### src/shared/srw_pkg.sv
// constants and types for the supervisor reset watchdog
// assumes a single 250 MHz clock and an asynchronous active-high reset
package srw_pkg;
   // -------------------------------------------------------------
   // clock and time figures
   // -------------------------------------------------------------
   localparam int unsigned CLK_PERIOD_NS = 4;
   localparam int unsigned STRETCH_MS = 200;
   localparam int unsigned WDOG_TIMEOUT_MS = 1600;
   localparam int unsigned DEBOUNCE_US = 1000; // assumed bounce window
   localparam longint unsigned STRETCH_CYC =
      (64'(STRETCH_MS) * 64'd1000000) / 64'(CLK_PERIOD_NS);
   localparam longint unsigned WDOG_CYC =
      (64'(WDOG_TIMEOUT_MS) * 64'd1000000) / 64'(CLK_PERIOD_NS);
   localparam longint unsigned DEBOUNCE_CYC =
      (64'(DEBOUNCE_US) * 64'd1000) / 64'(CLK_PERIOD_NS);
   // -------------------------------------------------------------
   // widths and reset values
   // -------------------------------------------------------------
   localparam int unsigned CNT_W = 32;
   localparam int unsigned SYNC_W = 5;
   localparam logic [CNT_W-1:0] CNT_ZERO = 32'h0;
   localparam logic [CNT_W-1:0] CNT_ONE = 32'h1;
   // pf resets low to agree with the flag's own reset level
   localparam logic [SYNC_W-1:0] SYNC_RST = 5'h19; // man,kick,low,pf,dis
   localparam int unsigned SI_MAN = 4;
   localparam int unsigned SI_KICK = 3;
   localparam int unsigned SI_LOW = 2;
   localparam int unsigned SI_PF = 1;
   localparam int unsigned SI_DIS = 0;

   typedef enum logic [1:0] {
      SRW_HOLD = 2'b00,
      SRW_STRETCH = 2'b01,
      SRW_RUN = 2'b10
   } srw_rst_state_t;
endpackage

### src/hw/srw_sync.sv
// two-stage synchroniser bank for the supervisor inputs
// assumes inputs may change at any time relative to clk
`timescale 1ns/10ps
module srw_sync
   import srw_pkg::*;
(
   input wire logic clk,
   input wire logic rst,
   input wire logic [SYNC_W-1:0] rawIn,
   output logic [SYNC_W-1:0] syncOut
);
   logic [SYNC_W-1:0] meta_ff;
   logic [SYNC_W-1:0] sync_ff;
   logic [SYNC_W-1:0] nxt_meta;
   logic [SYNC_W-1:0] nxt_sync;

   // -------------------------------------------------------------
   // per-bit two flop chain, first stage read only by the second
   // -------------------------------------------------------------
   for (genvar i = 0; i < SYNC_W; i++) begin : g_bit
      always_comb begin
         nxt_meta[i] = rawIn[i];
         nxt_sync[i] = meta_ff[i];
      end
   end

   always_ff @(posedge clk or posedge rst) begin
      if (rst) begin
         meta_ff <= SYNC_RST;
         sync_ff <= SYNC_RST;
      end else begin
         meta_ff <= nxt_meta;
         sync_ff <= nxt_sync;
      end
   end

   assign syncOut = sync_ff;
endmodule

### src/hw/srw_debounce.sv
// stability filter for the manual reset input
// assumes the input is already synchronised to clk
`timescale 1ns/10ps
module srw_debounce
   import srw_pkg::*;
#(
   parameter logic [CNT_W-1:0] STABLE_CYC = CNT_W'(DEBOUNCE_CYC)
) (
   input wire logic clk,
   input wire logic rst,
   input wire logic levelIn,
   output logic levelOut
);
   logic [CNT_W-1:0] cnt_ff;
   logic [CNT_W-1:0] nxt_cnt;
   logic out_ff;
   logic nxt_out;

   // -------------------------------------------------------------
   // accept a new level only after it stood STABLE_CYC cycles
   // -------------------------------------------------------------
   always_comb begin
      nxt_cnt = CNT_ZERO;
      nxt_out = out_ff;
      if (levelIn != out_ff) begin
         if (cnt_ff >= STABLE_CYC - CNT_ONE) begin
            nxt_out = levelIn;
         end else begin
            nxt_cnt = cnt_ff + CNT_ONE; // bounce restarts the count
         end
      end
   end

   always_ff @(posedge clk or posedge rst) begin
      if (rst) begin
         cnt_ff <= CNT_ZERO;
         out_ff <= 1'b1;
      end else begin
         cnt_ff <= nxt_cnt;
         out_ff <= nxt_out;
      end
   end

   assign levelOut = out_ff;
endmodule

### src/hw/srw_supervisor.sv
// supervisor: reset generation, watchdog and power-fail flag
// assumes all inputs asynchronous; one 250 MHz clock; rst is power-on
//
// Operation
// - both reset outputs assert while manual reset input is low
// - manual reset input is debounced against button bounce
// - reset asserts at power-up and whenever supply is low
// - power-fail flag follows comparator: high above threshold
// - expiry output goes low when watchdog counter times out
// - kick edges of either polarity and manual reset clear the watchdog
// - disable indication turns the watchdog off completely
// - reset stays asserted for stretch period after cause ends
// - watchdog timeout never asserts reset directly
// - high reset output is always complement of low reset output
// - after expiry the timeout restarts and repeats until cleared
// - expiry output held low while supply is low
// - expiry output rises at once when supply low clears
// - stretch length is a configurable parameter
`timescale 1ns/10ps
module srw_supervisor
   import srw_pkg::*;
#(
   parameter logic [CNT_W-1:0] STRETCH_LEN = CNT_W'(STRETCH_CYC),
   parameter logic [CNT_W-1:0] WDOG_LEN = CNT_W'(WDOG_CYC),
   parameter logic [CNT_W-1:0] DEBOUNCE_LEN = CNT_W'(DEBOUNCE_CYC),
   parameter logic [CNT_W-1:0] EXPIRY_LEN = CNT_ONE
) (
   input wire logic clk,
   input wire logic rst,
   input wire logic manual_reset_n,
   input wire logic watchdog_kick_in,
   input wire logic watchdogDisable,
   input wire logic supplyLow,
   input wire logic powerfail_sense_in,
   output logic resetOut_n,
   output logic resetOut,
   output logic watchdog_expiry_n,
   output logic powerfail_flag_out
);
   // -------------------------------------------------------------
   // input conditioning
   // -------------------------------------------------------------
   logic [SYNC_W-1:0] syncIn;
   logic manSync;
   logic manClean_n;
   logic kickSync;
   logic lowSync;
   logic pfSync;
   logic disSync;

   // every pin passes two flops before any logic sees it
   srw_sync u_sync (
      .clk(clk),
      .rst(rst),
      .rawIn({manual_reset_n, watchdog_kick_in, supplyLow,
              powerfail_sense_in, watchdogDisable}),
      .syncOut(syncIn)
   );

   // split the synchronised bank back into named levels
   assign manSync = syncIn[SI_MAN];
   assign kickSync = syncIn[SI_KICK];
   assign lowSync = syncIn[SI_LOW];
   assign pfSync = syncIn[SI_PF];
   assign disSync = syncIn[SI_DIS];

   // push-button or logic drive both filtered the same way
   srw_debounce #(
      .STABLE_CYC(DEBOUNCE_LEN)
   ) u_deb (
      .clk(clk),
      .rst(rst),
      .levelIn(manSync),
      .levelOut(manClean_n)
   );

   // -------------------------------------------------------------
   // reset generator
   // -------------------------------------------------------------
   srw_rst_state_t st_ff;
   srw_rst_state_t nxt_st;
   logic [CNT_W-1:0] str_ff;
   logic [CNT_W-1:0] nxt_str;
   logic rstN_ff;
   logic nxt_rstN;
   logic rstH_ff;
   logic nxt_rstH;
   logic cause;

   // any live cause returns to hold; rst itself is power-up
   assign cause = lowSync | ~manClean_n;

   // hold while caused, then count out the stretch
   // a cause that returns mid-stretch restarts the count from zero
   always_comb begin
      nxt_st = st_ff;
      nxt_str = str_ff;
      unique case (st_ff)
         SRW_HOLD: begin
            nxt_str = CNT_ZERO;
            if (!cause) begin
               nxt_st = SRW_STRETCH;
            end
         end
         SRW_STRETCH: begin
            if (cause) begin
               nxt_st = SRW_HOLD;
               nxt_str = CNT_ZERO;
            end else if (str_ff >= STRETCH_LEN - CNT_ONE) begin
               nxt_st = SRW_RUN;
            end else begin
               nxt_str = str_ff + CNT_ONE;
            end
         end
         SRW_RUN: begin
            if (cause) begin
               nxt_st = SRW_HOLD;
            end
         end
         default: begin
            nxt_st = SRW_HOLD;
            nxt_str = CNT_ZERO;
         end
      endcase
      // both outputs from one decision, so never disagree
      nxt_rstN = (nxt_st == SRW_RUN);
      nxt_rstH = (nxt_st != SRW_RUN);
   end

   always_ff @(posedge clk or posedge rst) begin
      if (rst) begin
         st_ff <= SRW_HOLD;
         str_ff <= CNT_ZERO;
         rstN_ff <= 1'b0; // asserted from power-up
         rstH_ff <= 1'b1;
      end else begin
         st_ff <= nxt_st;
         str_ff <= nxt_str;
         rstN_ff <= nxt_rstN;
         rstH_ff <= nxt_rstH;
      end
   end

   // -------------------------------------------------------------
   // watchdog
   // -------------------------------------------------------------
   logic [CNT_W-1:0] wd_ff;
   logic [CNT_W-1:0] nxt_wd;
   logic [CNT_W-1:0] exp_ff;
   logic [CNT_W-1:0] nxt_exp;
   logic kickPrev_ff;
   logic nxt_kickPrev;
   logic expo_ff;
   logic nxt_expo;
   logic kickEdge;

   // edge found on the second sync stage only
   // limitation: kick pulses shorter than one clock may be lost
   assign kickEdge = kickSync ^ kickPrev_ff;

   // expiry shows low for EXPIRY_LEN cycles each period; a level held
   // low would hide the repeat, so the pulse is short by choice
   always_comb begin
      nxt_kickPrev = kickSync;
      nxt_wd = wd_ff;
      nxt_exp = CNT_ZERO;
      if (disSync || kickEdge || !manClean_n) begin
         nxt_wd = CNT_ZERO;
      end else if (wd_ff >= WDOG_LEN - CNT_ONE) begin
         nxt_wd = CNT_ZERO; // restart for the next period
         nxt_exp = EXPIRY_LEN;
      end else begin
         nxt_wd = wd_ff + CNT_ONE;
      end
      if (exp_ff != CNT_ZERO && nxt_exp == CNT_ZERO) begin
         nxt_exp = exp_ff - CNT_ONE;
      end
      if (disSync) begin
         nxt_exp = CNT_ZERO;
      end
      // supply low forces low, release has no delay
      // a level while supply is low, never a counted pulse
      nxt_expo = !(lowSync || nxt_exp != CNT_ZERO);
   end

   always_ff @(posedge clk or posedge rst) begin
      if (rst) begin
         wd_ff <= CNT_ZERO;
         exp_ff <= CNT_ZERO;
         // match the sync flop, so leaving reset is not a kick edge
         kickPrev_ff <= SYNC_RST[SI_KICK];
         expo_ff <= 1'b1;
      end else begin
         wd_ff <= nxt_wd;
         exp_ff <= nxt_exp;
         kickPrev_ff <= nxt_kickPrev;
         expo_ff <= nxt_expo;
      end
   end

   // -------------------------------------------------------------
   // power-fail flag
   // -------------------------------------------------------------
   logic flag_ff;
   logic nxt_flag;

   // flag follows comparator result, high above threshold
   always_comb begin
      nxt_flag = pfSync;
   end

   // resets low like its sync flop, so no false flag leaves reset
   always_ff @(posedge clk or posedge rst) begin
      if (rst) begin
         flag_ff <= 1'b0;
      end else begin
         flag_ff <= nxt_flag;
      end
   end

   // every pin straight from a flop, so no decode glitch escapes
   assign resetOut_n = rstN_ff;
   assign resetOut = rstH_ff;
   assign watchdog_expiry_n = expo_ff;
   assign powerfail_flag_out = flag_ff;
endmodule

### config.mk
export PLATFORM = sky130hd
export DESIGN_NAME = srw_supervisor
export DESIGN_NICKNAME = d
export VERILOG_FILES = /design/src/shared/srw_pkg.sv /design/src/hw/srw_sync.sv /design/src/hw/srw_debounce.sv /design/src/hw/srw_supervisor.sv
export SDC_FILE = /design/constraint.sdc
export NUM_CORES = 1
export LEC_CHECK = 0
export BUFFER_PORTS_ARGS = -buffer_cell sky130_fd_sc_hd__buf_4
export CELL_PAD_IN_SITES_DETAIL_PLACEMENT = 2
export CELL_PAD_IN_SITES_GLOBAL_PLACEMENT = 2
export CORE_MARGIN = 4
export CORE_UTILIZATION = 45
export DETAILED_ROUTE_END_ITERATION = 12
export GPL_TIMING_DRIVEN = 0
export HOLD_SLACK_MARGIN = 0.02
export PLACE_DENSITY = 0.95
export SYNTH_ARGS = -nofsm -noshare
export SYNTH_HDL_FRONTEND = slang
export SYNTH_HIERARCHICAL = 1
export SYNTH_SLANG_ARGS = --single-unit
### constraint.sdc
create_clock -name clk -period 5.7 [get_ports clk]
set_input_delay 0.57 -clock clk [delete_from_list [all_inputs] [get_ports clk]]
set_output_delay 0.57 -clock clk [all_outputs]
set_load 0.01 [all_outputs]
# After elaboration in Yosys (flattened, before gate mapping)
# Cells that the tools add are included.
dict set report totals {
  out_inout_bits 4
  reg_bits 146
  input_bits 7
}
dict set report op_classes {
  magnitude_cmp 3
  n_bitwise 4
  n_addsub 4
  n_reduce_logical 12
  mux 16
  eq_ne 6
}
# cell n
set ops {}
lappend ops {{2-to-1 mux 32 bit} 8}
lappend ops {{adder 32 x 1 -> 32 bit, second input constant} 3}
lappend ops {{case mux 32 bit (2 select lines)} 1}
lappend ops {{nonzero test 32 bit} 2}
lappend ops {{greater-or-equal comparator 32 x 18 -> 1 bit, second input constant} 1}
lappend ops {{greater-or-equal comparator 32 x 26 -> 1 bit, second input constant} 1}
lappend ops {{greater-or-equal comparator 32 x 29 -> 1 bit, second input constant} 1}
lappend ops {{logical NOT 32 bit} 1}
lappend ops {{subtractor 32 x 1 -> 32 bit, second input constant} 1}
lappend ops {{2-to-1 mux 2 bit} 4}
lappend ops {{case mux 2 bit (3 select lines)} 1}
lappend ops {{== test 2 bit, second input constant} 2}
lappend ops {{AND reduction 2 bit} 2}
lappend ops {{logical OR 1 bit} 3}
lappend ops {{!= test 3 bit, second input constant} 1}
lappend ops {{== test 2 x 1 -> 1 bit, second input constant} 1}
lappend ops {{logical NOT 1 bit} 2}
lappend ops {{logical NOT 2 bit} 1}
lappend ops {{2-to-1 mux 1 bit} 2}
lappend ops {{!= test 2 bit, second input constant} 1}
lappend ops {{NOT 1 bit} 2}
lappend ops {{logical AND 1 bit} 1}
lappend ops {{!= test 1 bit} 1}
lappend ops {{OR 1 bit} 1}
lappend ops {{bitwise XOR 1 bit} 1}

# Longest topological paths before layout
dict set report logic_depth {
  ltp_word 11
  mapped_depth 10
  depth_no_buf 9
}

# Cells and area by module
# The synthesis kept the hierarchy.
# mod cells_each area_per_inst_um2 n_inst
set by_module_without_submodules {}
lappend by_module_without_submodules {srw_supervisor 585 5445.2 1}
lappend by_module_without_submodules {srw_debounce 116 1335.0 1}
lappend by_module_without_submodules {srw_sync 11 261.5 1}

# Worst setup path before layout
# OpenSTA, ideal clock, no wires.
dict set report synth_path {
  path_kind {register to register}
  startpoint {reg exp_ff[0]}
  endpoint {reg expo_ff (netlist: watchdog_expiry_n)}
  path_stages_with_launch 10
  slack_ps 3284
  t_required_ps 5619
  setup_time_ps 81
  arrival_ps 2335
  synth_period_minus_slack_ps 2416
  path_cell_list {dfrtp_1 > inv_1 > ha_1 > or3b_1 > nor4b_2 > a31oi_1 > o32a_1 > nor4b_2 > nand4_1 > a211oi_2}
}
dict set report synth_between {
  elab_chain_len 7
  word_cells_on_any_way 8
}
# element line
set synth_lines {}
lappend synth_lines {{from (decl)} srw_supervisor.sv:149} ;# logic [CNT_W-1:0] exp_ff;
lappend synth_lines {{from (signal assigned)} srw_supervisor.sv:195} ;# exp_ff <= nxt_exp;
lappend synth_lines {{parallel branches: the longest is 2 deep, another holds subtractor 32 x 1 -> 32 bit} --}
lappend synth_lines {{2-to-1 mux 32 bit *} srw_supervisor.sv:175} ;# if (exp_ff != CNT_ZERO && nxt_exp == CNT_ZERO) begin
lappend synth_lines {{2-to-1 mux 32 bit *} srw_supervisor.sv:178} ;# if (disSync) begin
lappend synth_lines {{nonzero test 32 bit *} srw_supervisor.sv:183} ;# nxt_expo = !(lowSync || nxt_exp != CNT_ZERO);
lappend synth_lines {{logical OR 1 bit *} srw_supervisor.sv:183}
lappend synth_lines {{logical NOT 1 bit *} srw_supervisor.sv:183}
lappend synth_lines {{net nxt_expo} srw_supervisor.sv:154} ;# logic nxt_expo;
lappend synth_lines {{to (signal assigned)} srw_supervisor.sv:197} ;# expo_ff <= nxt_expo;
lappend synth_lines {{to (decl)} srw_supervisor.sv:153} ;# logic expo_ff;
# Mark *: on every way through the listed nets, which the timed path passes.
# A chain may end at the register's enable or synchronous reset.

# Final worst setup path
# Ends and elaborated chain as after synthesis.

==> results by stage <==
Yosys:
- The cell taking the most area after synthesis is sky130_fd_sc_hd__dfrtp_1.
- The cell area after technology mapping is 7040 um2.
- The predominant post-synthesis flop cell is sky130_fd_sc_hd__dfrtp_1.
- Yosys printed 6 warnings.
- The number of register bits inferred by synthesis is 146.
- Yosys mapped the design onto 72 distinct sky130hd cell types.
- Dividing the synthesized area by the synthesized cell count gives approximately 9.9 um2.
- After technology mapping, the gate count stands at 712.
- The area fraction of the dominant cell type after synthesis is 48.3%.
- For this run, the register share of the synthesized area comes to 52.1%.
- Yosys attributes the largest share of cell area to sky130_fd_sc_hd__dfrtp_1, sky130_fd_sc_hd__nor2_1, sky130_fd_sc_hd__xnor2_1.
- After synthesis, the most frequently instantiated cells are sky130_fd_sc_hd__dfrtp_1, sky130_fd_sc_hd__nor2_1, sky130_fd_sc_hd__nand2_1.
- Yosys instantiated no cell more often than sky130_fd_sc_hd__dfrtp_1.
- The share of flip-flops with an asynchronous set or reset after synthesis is 100%.
- The count of flip-flops with a built-in enable after synthesis is 0.

Floorplan:
- From bottom edge to top edge, the die measures 133 um.
- The initialized floorplan defines 45 standard-cell rows.
- The I/O pin count is 11.
- The area of the die is 17700 um2.
- After floorplanning, the core was sized to cover 15300 um2.
- The horizontal die dimension is 133 um.
- The initial core utilization is 46.2%.

STA:
- The setup violation total in the final timing report is 0.
- Headroom to the max-slew limit came out at 39.0%.
- The number of hold violations in the final report is 0.
- The final hold slack is 0.126 ns.
- Between clock sinks in the finished design, the worst skew comes to 0.0197 ns.
- The final critical-path required period is 3.75 ns.
- The slew at the pin closest to its max-slew limit is 0.912 ns.
- Dividing the final minimum period by the clock period gives about two thirds.
- The final sum of negative setup slack is 0 ns.
- The number of slew-limit violations in the final report was 0.
- The maximum clock rate is 0.267 GHz.
- Setup repair after global routing left no endpoint under its margin.

Power:
- The share of total power in combinational logic is roughly 38%.
- The clock network fraction of design power is ~30%.
- Cell internal power was estimated by the tool at roughly 0.0023 W.
- The power density normalized to cell area is 492 nW/um2.
- In this run the power spent charging and discharging nets is 0.00170 W.
- The sequential share of power is roughly 32%.
- Summed over all cells, the static leakage comes to 3.29 nW.
- VDD sags by at most 0.425 mV.
- In this run switching power makes up a little over two fifths of total power.
- The total power draw is 0.00398 W.

Clocking:
- The post-cts gate resize count is 0.
- Counting along the longest clock path gives a buffer depth of 2.
- The clock transition time at the flip-flop clock pins of the worst setup and hold paths is ~0.07 ns.
- The H-tree level count is 4.
- TritonCTS built the clock tree.
- The cell at the root of the clock tree is sky130_fd_sc_hd__clkbuf_16.
- The number of buffers created by CTS is 17.
- Once the clock tree was built, the setup fixing pass inserted 0 buffers.
- The clock net in this run drives a total of between 100 and 150 sinks.
- The total of hold buffers inserted after clock tree synthesis is 0.
- For the worst-skew pair, the clock arrives at the later sink with an insertion delay of between 0.4 and 0.5 ns.

Cells and area:
- The filler cells instantiated in the layout total 1569.
- Cells with a size suffix above 1 make up 11.0% of the layout.
- 0 antenna diodes ended up in the layout.
- Cells fill 53.0% of the core in the end.
- Compared with the post-synthesis result, the final layout area differs by 14.9%.
- In the final design database the tool counted 769 nets.

Setup path:
- The biggest fanout along the worst timing path is 10.
- Traced cell by cell, the critical path runs through inv_1 > ha_1 > nor3b_4 > nand2_1 > clkbuf_1 > o32ai_1 > o2111ai_1 > nor2_1 > nand4_1 > a211oi_2.
- The critical path launch point is exp_ff[0].
- For flop-to-flop paths, the worst setup slack is 1.95 ns.
- In this design, the largest share of critical-path delay is due to simple AND/OR/NAND/NOR gates.
- The startpoint identified for the worst register-to-register timing path is exp_ff[0].
- The critical path in this run is classified as reg -> reg.
- The largest single stage delay on the critical path is 0.54 ns.
- The worst reg-to-reg path cell count is 10.
- The number of buffer and inverter stages on the critical path is 2.
- For the worst setup path, the data required time is 6.05 ns.
- The worst register-to-register path ends at watchdog_expiry_n.
- The arrival time of data at the critical path endpoint is 4.10 ns.
- The type of element capturing the critical path is a flip-flop.
- The master of the slowest instance on the critical path is sky130_fd_sc_hd__nor3b_4.
- The startpoint kind of the worst setup timing path is a flip-flop.

Global route:
- The total global routing overflow is 0.
- The first global-routing pass estimated 45000 um of wire.
- The number of antenna violations at the first check in global routing is 1.
- The number of global-route vias before repair is 7059.
- The maximum number of pins on one net before global-route repair is 72.
- The overall routing resource usage is 33.7%.

Route:
- The average via count per standard cell is roughly 6.3.
- For this block, the routed nets add up to 29100 um of wire.
- The routed wirelength normalized by instance count is 29.6 um.
- After detailed routing, the number of remaining DRC violations is 0.
- In this run the remaining antenna-violating nets after routing total 0.
- The detailed router finished its first iteration with 570 violations.
- The routed layout has ~6200 vias.
- Before antenna repair, the detailed router went through 5 iterations.

Status:
- The flow ran to the end, and the final reports show no timing, DRC or antenna violations.

Place:
- The placer congestion estimate is around 0.84.
- After legalization and detailed placement, the total HPWL measured about 16000 um.
- The count of input and output buffers is 10.

Job:
- The number of max-cap violations is 0.

Worst hold path:
- The path class of the tightest hold or removal check is in -> async.
-- through the flow --
step / setup slack (ns) / area [um2] / cells
after CTS: 2.07 / 8070 / 981
after detailed placement: 2.15 / 7470 / 949
after global routing: 1.86 / 8090 / 982
final: 1.95 / 8090 / 982
after floorplan: 2.43 / 7100 / 727
after global placement: 1.13 / 7440 / 948
-- cell families after synthesis --
group                    synth area share (%)
AND/OR/NAND/NOR                          25.2
other                                   0.107
XOR/XNOR                                 8.46
AO/OA/AOI/OAI                            9.81
multiplexers                            0.800
buffers and inverters                    2.84
flip-flops                               52.1
adder cells (fa/ha/maj)                 0.711
-- registers in the layout (all words and copies together), names as in the netlist, 2 cells and up --
signal	flops
exp_ff	32
st_ff	2
str_ff	32
u_deb/cnt_ff	32
u_sync/meta_ff	5
u_sync/syncOut	5
wd_ff	32
-- cell type report --
cell class	instances	area, um2	area share [%]
clock buffers	19	443	5.47
multi-input cells	538	3230	39.9
plain buffers	24	129	1.59
inverters	19	73.8	0.912
repair buffers	12	130	1.61
clock inverters	13	155	1.92
flip-flops and latches	146	3670	45.3
well taps	211	264	3.26
-- power by group through the flow --
stage	clock network [W]	logic (W)	registers, W
after floorplan	0	0.000954	0.00124
after global placement	0	0.00118	0.00126
after detailed placement	0	0.00134	0.00128
after CTS	0.00118	0.00146	0.00128
after global routing	0.00124	0.00158	0.00130
final	0.00119	0.00150	0.00129
-- per-layer routing --
metal	wire, um	vias to the layer above	GRT usage, %
met5	0	-	0
li1	-	2596	-
met4	1310	0	15.2
met1	11400	3292	40.3
met3	1300	90	6.08
met2	15100	249	59.1
-- worst max-delay path by stage --
stage / to / slack, ns / cells after the start
2_1_floorplan: exp_ff[0] / 2.43 / 1
3_3_place_gp: wd_ff[24] / 1.13 / 2
3_5_place_dp: watchdog_expiry_n / 2.15 / 10
4_1_cts: watchdog_expiry_n / 2.07 / 10
5_1_grt: exp_ff[25] / 1.86 / 10
6_report: watchdog_expiry_n / 1.95 / 10
-- layout by cell type (no fill, tap or decap), types with 4 or more instances in the layout --
master,count
sky130_fd_sc_hd__buf_6,4
sky130_fd_sc_hd__dfrtp_1,136
sky130_fd_sc_hd__buf_4,10
sky130_fd_sc_hd__xor2_1,30
sky130_fd_sc_hd__clkbuf_1,14
sky130_fd_sc_hd__nor2b_1,4
sky130_fd_sc_hd__ha_1,4
sky130_fd_sc_hd__nand4_1,20
sky130_fd_sc_hd__or3_1,20
sky130_fd_sc_hd__nor3_1,23
sky130_fd_sc_hd__o31ai_1,5
sky130_fd_sc_hd__nor2_1,114
sky130_fd_sc_hd__conb_1,17
sky130_fd_sc_hd__xnor2_1,38
sky130_fd_sc_hd__dfstp_2,10
sky130_fd_sc_hd__nor4_1,19
sky130_fd_sc_hd__clkinv_4,5
sky130_fd_sc_hd__o21ai_0,20
sky130_fd_sc_hd__or4_1,6
sky130_fd_sc_hd__and2_1,10
sky130_fd_sc_hd__a21oi_1,30
sky130_fd_sc_hd__and3_1,9
sky130_fd_sc_hd__nor4b_1,5
sky130_fd_sc_hd__inv_1,17
sky130_fd_sc_hd__nand2_1,53
sky130_fd_sc_hd__clkbuf_16,17
sky130_fd_sc_hd__buf_2,7
sky130_fd_sc_hd__a31oi_1,8
sky130_fd_sc_hd__nand2b_1,7
sky130_fd_sc_hd__nand3_1,32
-- worst reg2reg max path, cell delays in order (launching register included) --
cell                        delay, ns
sky130_fd_sc_hd__dfrtp_1         0.49
sky130_fd_sc_hd__inv_1           0.12
sky130_fd_sc_hd__ha_1            0.36
sky130_fd_sc_hd__nor3b_4         0.55
sky130_fd_sc_hd__nand2_1         0.38
sky130_fd_sc_hd__clkbuf_1        0.41
sky130_fd_sc_hd__o32ai_1         0.40
sky130_fd_sc_hd__o2111ai_1       0.23
sky130_fd_sc_hd__nor2_1          0.19
sky130_fd_sc_hd__nand4_1         0.21
sky130_fd_sc_hd__a211oi_2        0.33
No activity file was read; power rests on OpenSTA's default activity.
